$ cat src/hdl/fcsr_pkg.sv
`default_nettype none
package fcsr_pkg;
    // register offsets (byte addresses on the plain port)
    localparam logic [3:0] ADDR_TIMEBASE_DIVIDER = 4'h0;
    localparam logic [3:0] ADDR_GUARD_STATE = 4'h1;
    localparam logic [3:0] ADDR_COMMAND_WORD_INDEX = 4'h2;
    localparam logic [3:0] ADDR_CONTROL = 4'h3;
    localparam logic [3:0] ADDR_STATUS = 4'h4;
    localparam int ADDR_W = 4;
    // divider field layout
    localparam int DIV_LOADED_BIT = 7;
    localparam int DIV_LOCK_BIT = 6;
    localparam int DIV_VALUE_W = 6;
    localparam logic [5:0] DIV_VALUE_RESET = 6'h00;
    // guard byte layout
    localparam logic [1:0] KEY_ENABLED = 2'h2;
    localparam logic [1:0] STATE_UNSECURED = 2'h2;
    localparam logic [7:0] GUARD_ALL_SET = 8'hFF;
    localparam logic [7:0] GUARD_RESET = 8'hFF;
    // index field
    localparam int INDEX_W = 3;
    localparam logic [2:0] INDEX_RESET = 3'h0;
    // control and status bit positions
    localparam int CTRL_SPECIAL_BIT = 0;
    localparam int STAT_TICK_RUN_BIT = 0;
    localparam int STAT_KEY_OPEN_BIT = 1;
    localparam int STAT_SECURED_BIT = 2;
    localparam int STAT_LOAD_DONE_BIT = 3;
    // timebase target
    localparam int TICK_TARGET_KHZ = 1000;
    // load state machine
    typedef enum logic [1:0] {
        FCSR_LOAD_IDLE = 2'b00,
        FCSR_LOAD_WAIT = 2'b01,
        FCSR_LOAD_DONE = 2'b10
    } fcsr_load_t;
endpackage
`default_nettype wire

$ cat src/hdl/fcsr_regs.sv
// Local design decisions: the register offsets and the address-and-strobe port.
`default_nettype none
module fcsr_regs (
    input wire logic core_clk, // bus clock
    input wire logic rst_n, // sync reset, active low
    input wire logic [fcsr_pkg::ADDR_W-1:0] reg_addr, // register address
    input wire logic [7:0] reg_wdata, // write data
    input wire logic reg_wr, // write strobe
    input wire logic reg_rd, // read strobe
    output logic [7:0] reg_rdata, // read data, cycle after strobe
    input wire logic nv_load_valid, // security byte read done
    input wire logic [7:0] nv_security_byte, // byte from flash
    input wire logic nv_double_fault, // uncorrectable error on that read
    input wire logic backdoor_unlock, // one-cycle unlock pulse
    input wire logic command_complete_flag, // high when no command runs
    output logic timebase_tick, // about 1 MHz pulse
    output logic key_access_open, // backdoor key usable
    output logic part_secured, // part secured
    output logic [2:0] command_index_field, // parameter word index
    output logic guard_loaded // guard state valid
);
    logic divider_loaded_flag;
    logic divider_lock_bit;
    logic [5:0] divide_value;
    logic [7:0] flash_guard_state;
    logic [2:0] index_field;
    logic special_mode;
    logic forced_unsecure;
    logic [7:0] next_rdata;
    logic tick_raw;
    logic div_write_in_cmd;
    fcsr_pkg::fcsr_load_t load_state;
    fcsr_pkg::fcsr_load_t next_load_state;

    // address decode
    wire hit_div = (reg_addr == fcsr_pkg::ADDR_TIMEBASE_DIVIDER);
    wire hit_guard = (reg_addr == fcsr_pkg::ADDR_GUARD_STATE);
    wire hit_index = (reg_addr == fcsr_pkg::ADDR_COMMAND_WORD_INDEX);
    wire hit_ctrl = (reg_addr == fcsr_pkg::ADDR_CONTROL);
    wire hit_stat = (reg_addr == fcsr_pkg::ADDR_STATUS);
    wire wr_div = reg_wr && hit_div;
    wire wr_index = reg_wr && hit_index;
    wire wr_ctrl = reg_wr && hit_ctrl;
    wire div_open = special_mode || !divider_lock_bit;
    // in normal mode the lock may only be raised, never dropped; special mode writes it freely
    wire next_lock = special_mode ? reg_wdata[fcsr_pkg::DIV_LOCK_BIT]
                                  : (divider_lock_bit | reg_wdata[fcsr_pkg::DIV_LOCK_BIT]);
    wire key_open = (flash_guard_state[7:6] == fcsr_pkg::KEY_ENABLED);
    wire unsecured = (flash_guard_state[1:0] == fcsr_pkg::STATE_UNSECURED);
    wire load_done = (load_state == fcsr_pkg::FCSR_LOAD_DONE);
    // timebase runs only once software configured it
    wire tick_run = divider_loaded_flag;

    always_ff @(posedge core_clk) begin
        if (!rst_n) begin
            divider_loaded_flag <= 1'b0;
        end else if (wr_div) begin
            divider_loaded_flag <= 1'b1;
        end
    end

    // divide value and lock; bit 7 of write data never stored
    always_ff @(posedge core_clk) begin
        if (!rst_n) begin
            divide_value <= fcsr_pkg::DIV_VALUE_RESET;
            divider_lock_bit <= 1'b0;
        end else if (wr_div && div_open) begin
            divide_value <= reg_wdata[5:0];
            divider_lock_bit <= next_lock;
        end
    end

    // mode select; special mode is a test-bench style control register
    always_ff @(posedge core_clk) begin
        if (!rst_n) begin
            special_mode <= 1'b0;
        end else if (wr_ctrl) begin
            special_mode <= reg_wdata[fcsr_pkg::CTRL_SPECIAL_BIT];
        end
    end

    always_ff @(posedge core_clk) begin
        if (!rst_n) begin
            index_field <= fcsr_pkg::INDEX_RESET;
        end else if (wr_index) begin
            index_field <= reg_wdata[2:0];
        end
    end

    // reset-sequence load: waits for the flash read after reset release
    always_comb begin
        next_load_state = load_state;
        case (load_state)
            fcsr_pkg::FCSR_LOAD_IDLE: next_load_state = fcsr_pkg::FCSR_LOAD_WAIT;
            fcsr_pkg::FCSR_LOAD_WAIT: begin
                if (nv_load_valid) begin
                    next_load_state = fcsr_pkg::FCSR_LOAD_DONE;
                end
            end
            fcsr_pkg::FCSR_LOAD_DONE: next_load_state = fcsr_pkg::FCSR_LOAD_DONE;
            default: next_load_state = fcsr_pkg::FCSR_LOAD_IDLE;
        endcase
    end

    always_ff @(posedge core_clk) begin
        if (!rst_n) begin
            load_state <= fcsr_pkg::FCSR_LOAD_IDLE;
        end else begin
            load_state <= next_load_state;
        end
    end

    // reserved bits copied only
    // guard reads all-ones (secured, key off) until the load lands
    always_ff @(posedge core_clk) begin
        if (!rst_n) begin
            flash_guard_state <= fcsr_pkg::GUARD_RESET;
        end else if (load_state == fcsr_pkg::FCSR_LOAD_WAIT && nv_load_valid) begin
            flash_guard_state <= nv_double_fault ? fcsr_pkg::GUARD_ALL_SET : nv_security_byte;
        end else if (forced_unsecure) begin
            flash_guard_state[1:0] <= fcsr_pkg::STATE_UNSECURED;
        end
    end

    // backdoor forces unsecure
    // unlock is only honoured once the load is done and keys are enabled
    always_ff @(posedge core_clk) begin
        if (!rst_n) begin
            forced_unsecure <= 1'b0;
        end else if (backdoor_unlock && load_done && key_open) begin
            forced_unsecure <= 1'b1;
        end
    end

    fcsr_tick_gen #(
        .DIV_W(fcsr_pkg::DIV_VALUE_W)
    ) u_tick (
        .core_clk(core_clk),
        .rst_n(rst_n),
        .run(tick_run),
        .divide_value(divide_value),
        .tick(tick_raw)
    );

    // read mux; unmapped addresses read zero
    always_comb begin
        next_rdata = 8'h00;
        if (hit_div) begin
            next_rdata = {divider_loaded_flag, divider_lock_bit, divide_value};
        end else if (hit_guard) begin
            next_rdata = flash_guard_state;
        end else if (hit_index) begin
            next_rdata = {5'h00, index_field};
        end else if (hit_ctrl) begin
            next_rdata = {7'h00, special_mode};
        end else if (hit_stat) begin
            next_rdata = {3'h0, div_write_in_cmd, load_done, !unsecured, key_open, tick_run};
        end
    end

    // read data held one cycle only, zero otherwise
    always_ff @(posedge core_clk) begin
        if (!rst_n) begin
            reg_rdata <= 8'h00;
        end else begin
            reg_rdata <= reg_rd ? next_rdata : 8'h00;
        end
    end

    // registered outputs
    always_ff @(posedge core_clk) begin
        if (!rst_n) begin
            timebase_tick <= 1'b0;
            key_access_open <= 1'b0;
            part_secured <= 1'b1;
            command_index_field <= fcsr_pkg::INDEX_RESET;
            guard_loaded <= 1'b0;
        end else begin
            timebase_tick <= tick_raw;
            key_access_open <= key_open && load_done;
            part_secured <= !unsecured;
            command_index_field <= index_field;
            guard_loaded <= load_done;
        end
    end

    // records a divider write made while a command runs, sticky until reset
    // the write itself is still taken: keeping that rule is software's job, this only leaves a trace
    always_ff @(posedge core_clk) begin
        if (!rst_n) begin
            div_write_in_cmd <= 1'b0;
        end else if (wr_div && !command_complete_flag) begin
            div_write_in_cmd <= 1'b1;
        end
    end
endmodule
`default_nettype wire

$ cat src/hdl/fcsr_tick_gen.sv
`default_nettype none
// divides the bus clock by (divide_value + 1) into a one-cycle tick
module fcsr_tick_gen #(
    parameter int DIV_W = 6
) (
    input wire logic core_clk, // bus clock
    input wire logic rst_n, // sync reset, active low
    input wire logic run, // counting allowed
    input wire logic [DIV_W-1:0] divide_value, // terminal count
    output logic tick // one-cycle timebase pulse
);
    logic [DIV_W-1:0] count;
    wire at_end = (count >= divide_value);

    // counter restarts while not running, so the first tick is a full period
    always_ff @(posedge core_clk) begin
        if (!rst_n || !run) begin
            count <= '0;
            tick <= 1'b0;
        end else begin
            count <= at_end ? '0 : count + 1'b1;
            tick <= at_end;
        end
    end
endmodule
`default_nettype wire

$ cat config.mk
export PLATFORM = sky130hd
export DESIGN_NAME = fcsr_regs
export DESIGN_NICKNAME = d
export VERILOG_FILES = /design/src/hdl/fcsr_pkg.sv /design/src/hdl/fcsr_regs.sv /design/src/hdl/fcsr_tick_gen.sv
export SDC_FILE = /design/constraint.sdc
export NUM_CORES = 1
export LEC_CHECK = 0
export BUFFER_PORTS_ARGS = -buffer_cell sky130_fd_sc_hd__buf_4
export CAP_MARGIN = 5
export CORE_UTILIZATION = 53
export DETAILED_ROUTE_END_ITERATION = 8
export GPL_ROUTABILITY_DRIVEN = 0
export MAX_ROUTING_LAYER = met4
export PLACE_DENSITY = 0.78
export SLEW_MARGIN = 0
export SYNTH_ARGS = -nofsm -noshare
export SYNTH_HDL_FRONTEND = slang
export SYNTH_SLANG_ARGS = --single-unit
$ cat constraint.sdc
create_clock -name core_clk -period 1.7 [get_ports core_clk]
set_input_delay 0.17 -clock core_clk [delete_from_list [all_inputs] [get_ports core_clk]]
set_output_delay 0.17 -clock core_clk [all_outputs]
set_load 0.02 [all_outputs]
* After elaboration in Yosys (flattened, before gate mapping)
Cells that the tools add are included.
Cells by class: add/sub/neg operators 1, order comparisons 1, equal/unequal tests 9, mux-type cells 11, bitwise operators 1, reduce and logical (&&, ||, !) cells 21
Operators with widths (number):
- 8-bit two-way mux | 3
- 5-bit two-way mux | 3
- 1-bit logical AND | 9
- 4-bit by 2-bit == test with 1-bit output (second input constant) | 2
- 6-bit by 1-bit adder with 6-bit output (second input constant) | 1
- 2-bit == test (second input constant) | 3
- 6-bit greater-or-equal comparator | 1
- 2-bit two-way mux | 3
- 2-bit one-hot mux with 3 select lines | 1
- 1-bit logical NOT | 5
- 4-bit by 1-bit == test with 1-bit output (second input constant) | 1
- 4-bit by 3-bit == test with 1-bit output (second input constant) | 1
- 4-bit logical NOT | 1
- 2-bit by 1-bit == test with 1-bit output (second input constant) | 1
- 2-bit logical NOT | 1
- 1-bit logical OR | 2
- 2-bit != test (second input constant) | 1
- 2-bit AND reduction | 1
- 2-bit nonzero test | 1
- 2-bit OR reduction | 1
- 1-bit two-way mux | 1
- 1-bit bitwise OR | 1
Word-level totals: bits in registers 46, output and inout bits 15, logic and storage cells 62

* Logic depth before layout (Yosys ltp)
depth in word-level cells 7, depth in mapped cells 6

* Modules after synthesis
A second synthesis with hierarchy kept.
Unflattened totals: cells, all modules 227, area total of the unflattened synthesis 2025.7 um2
By module, submodules not included:
- fcsr_regs | times used 1, cells each 181, area each 1619.1 um2, seq. area each 780.7 um2
- fcsr_tick_gen | times used 1, cells each 46, area each 406.6 um2, seq. area each 140.1 um2

* Worst setup path before layout
No wires, ideal clock.
kind reg-to-reg, start point reg u_tick.count[0], end point reg u_tick.count[2], arrival time 1.427 ns, required time 1.632 ns, slack 0.206 ns, cell stages (with the launch flop) 7, buffers on the path 0, path through dfxtp_1 > inv_1 > ha_1 > nand2b_1 > a211oi_1 > o2111ai_1 > nor2_1
On the way: longest elaborated chain between the ends 2, elaborated cells on any way between the ends 3, classes of those cells 1 x add/sub; 1 x order compare; 1 x reduce/logical
Ends and longest elaborated chain:
- start, declared | line fcsr_tick_gen.sv:12 | logic [DIV_W-1:0] count;
- start signal, assigned | line fcsr_tick_gen.sv:21 | count <= at_end ? '0 : count + 1'b1;
- 6-bit greater-or-equal comparator | line fcsr_tick_gen.sv:13 | wire at_end = (count >= divide_value);
- 2-bit OR reduction (no line)
Parallel ways exist; a longest one is shown, timed or not. A chain may end at the register's enable or synchronous reset.

* Worst setup path after layout
start point reg divide_value[3], end point reg u_tick.count[4]
On the way: longest elaborated chain between the ends 2
Ends and longest elaborated chain:
- start, declared | line fcsr_regs.sv:24 | logic [5:0] divide_value;
- start signal, assigned | line fcsr_regs.sv:65 | divide_value <= fcsr_pkg::DIV_VALUE_RESET;
- start signal, assigned | line fcsr_regs.sv:68 | divide_value <= reg_wdata[5:0];
- 6-bit greater-or-equal comparator | line fcsr_tick_gen.sv:13
- 2-bit OR reduction (no line)
Every way passes these cells.

==> results.yml <==
run_status:
  status: "finished clean"
timing:
  fin_setup_tns_ps: 0
  relSlewSlack_pct: 78.0
  fin_hold_ws_ps: 109
  setup_viol: 0
  post-route-period-util_pct: 93.6
  drv_slew: 0
  tightest_slew_ps: 328
  period_minus_slack_ps: 1590
  finalHoldViolations: 0
  max_freq_ghz: 0.628
  skew_ps: 8.64
  rsz0062_at_grt: "no"
worst_setup_path:
  critPathArrivalTime_ps: 1830
  worstPathRequired_ps: 1930
  critPathKind: "reg2reg"
  critPathLaunchType: "flop"
  r2r-start: "divide_value[3]"
  slowest_delay_ps: 370
  path_cells: "inv_1 > ha_1 > a211o_1 > o211ai_1 > o2111ai_2 > nor2_1"
  cp_top_family: "compound AO/OA/AOI/OAI gates"
  crit_path_max_fanout: 6
  crit_buf_inv: 1
  cp-end-kind: "flop"
  startpoint: "divide_value[3]"
  crit_slowest_cell: "dfxtp_1"
detailed_routing:
  wl_per_cell_um: 12.5
  viasPerCell: 5.29
  drtIter0Drc: 98
  drc_errors: 0
  drt-total-wl_mm: 3.82
  drtPass1Iterations: 4
  vias: 1620
  ant_nets: 0
pwr:
  power.total_mw: 2.17
  p_per_area_nw_per_um2: 900
  p_leak_nw: 1.02
  peakVddDrop_mv: 0.426
die:
  fp.dieArea_um2: 3950
  core_um2: 3440
  num_rows: 21
  die_w_um: 62.9
  start_util_pct: 57.1
  die_h_um: 62.9
  io_pins: 43
logic_synthesis:
  yosysTopAreaCell: "dfxtp_1"
  yosys_register_bits: 46
  synth_edf_count: 0
  synth-async-reset-ratio_pct: 0
  syn_area_um2: 1960
  ys_seq_area_share_pct: 46.9
  synth_cell_types: 38
  yosys-top-cells-area: "dfxtp_1, ha_1, mux2i_1"
  synth_fp_nets: 254
  synth_warnings: 0
  synth-main-ff-cell: "dfxtp_1"
  synthCells: 216
  synth.avg_cell_area_um2: 9.09
  synth_top_area_share_pct: 46.9
global_routing:
  antenna_found_initial: 0
  grt_max_degree: 27
  grt_pass1_wl_mm: 6.41
  grt_use_total_pct: 21.1
  grt_pass1_vias: 1486
  grt_overflow: 0
cts:
  cts_resized: 0
  cts_inserted_buffers: 5
  clk_latency_ps: 290
  root_buffer: "clkbuf_8"
  cts_setup_buffers: 0
  cts_tree: "yes"
  htreeDepth: 2
  cts.sinks: 46
  clk_pin_slew_ps: 80
  cts_buffer_depth: 2
  hold_buffers: 0
finish:
  drive_gt1_share_pct: 22.3
  antenna_cells: 0
  fin_nets: 297
  area_growth_pct: 22.6
  fin_util_pct: 70.0
placed_design:
  dp_hpwl_mm: 2.84
  port_buffers: 41
job:
  drv_cap: 0
hold_path:
  min_from: "reg_wdata[5]"
  hp-class: "in2reg"
[per-stage QoR]
step / instance area, um2 / setup slack (ps) / instances
6_report: 2410 / 108 / 306
5_1_grt: 2410 / 15.1 / 306
4_1_cts: 2400 / 44.8 / 306
3_3_place_gp: 2310 / 139 / 298
3_5_place_dp: 2310 / 64.8 / 298
2_1_floorplan: 1960 / 206 / 216
[power breakdown]
part | switching, mW | leakage, nW | internal, mW
registers | 0.0337 | 0.372 | 1.13
logic | 0.186 | 0.595 | 0.156
clock network | 0.333 | 0.0482 | 0.328
total | 0.552 | 1.02 | 1.62
[cells by family (layout without fill, tap and decap cells)]
logic type                 count (synthesis)  in the layout  share of synthesized area [%]
xor gates and xnor gates                   4              4                           1.78
adders and majority gates                 10             10                           6.37
buffers and inverters                     20             64                           4.59
DFF                                       46             46                           46.9
and+or+nand+nor                           87             87                           22.2
AOI/OAI and AO/OA                         40             40                           13.6
muxes                                      9              9                           4.59
[cells in the final DEF, fill, tap and decap left out, drive strengths merged]
| master | synthesis | layout |
|---|---|---|
| o21ai | 18 | 18 |
| clkinv | 0 | 1 |
| and2 | 6 | 6 |
| nand4 | 1 | 1 |
| nand2 | 14 | 14 |
| o21a | 3 | 3 |
| a32oi | 3 | 3 |
| nand3b | 2 | 2 |
| o211ai | 1 | 1 |
| a2111o | 1 | 1 |
| buf | 3 | 45 |
| mux2i | 9 | 9 |
| a31o | 1 | 1 |
| nor2 | 21 | 21 |
| a211oi | 2 | 2 |
| inv | 11 | 11 |
| a41oi | 1 | 1 |
| xor2 | 3 | 3 |
| and3 | 3 | 3 |
| o2111ai | 2 | 2 |
| clkbuf | 6 | 7 |
| nor2b | 10 | 10 |
| or2b | 1 | 1 |
| o22ai | 2 | 2 |
| a211o | 1 | 1 |
| nor3 | 13 | 13 |
| and2b | 1 | 1 |
| a21oi | 3 | 3 |
| nand3 | 12 | 12 |
| o221ai | 2 | 2 |
| dfxtp | 46 | 46 |
| xnor2 | 1 | 1 |
| nand2b | 3 | 3 |
| ha | 10 | 10 |
[tightest hold or removal path, stage by stage]
cell	delay, ps
buf_4	110
nand2_1	40
o21ai_1	50
[path summary, 6_finish.rpt]
path | to | depth (start not counted) | slack (ps)
setup / recovery | u_tick.count[4] | 6 | 110
hold / removal | divide_value[5] | 3 | 110
setup reg to reg | u_tick.count[4] | 6 | 110
hold reg to reg | timebase_tick | 1 | 450
[synthesized netlist by cell type, drive strengths merged (6+ instances only)]
library cell / n
and2: 6
clkbuf: 6
dfxtp: 46
ha: 10
inv: 11
mux2i: 9
nand2: 14
nand3: 12
nor2: 21
nor2b: 10
nor3: 13
o21ai: 18
[per-layer routing]
layer / wire (um) / GRT usage (%)
met5: 0 / -
met4: 56 / 8.43
met3: 224 / 5.47
met2: 1700 / 32.1
met1: 1840 / 26.4
[registers in the layout, summed over array words and instances, names as in the netlist, 2 cells and up]
register and count:
reg_rdata 8, u_tick.count 6, flash_guard_state 8, index_field 3
command_index_field 3, load_state 2, divide_value 6
[cell type report]
type                            instances  area (um2)
Fill cell                             287        1030
Multi-Input combinational cell        150         960
Sequential cell                        46         921
Timing Repair Buffer                   45         338
Clock buffer                            7        86.3
Tap cell                               46        57.6
Inverter                               11        41.3
Clock inverter                          1        5.00
(Power assumes the default switching activity.)
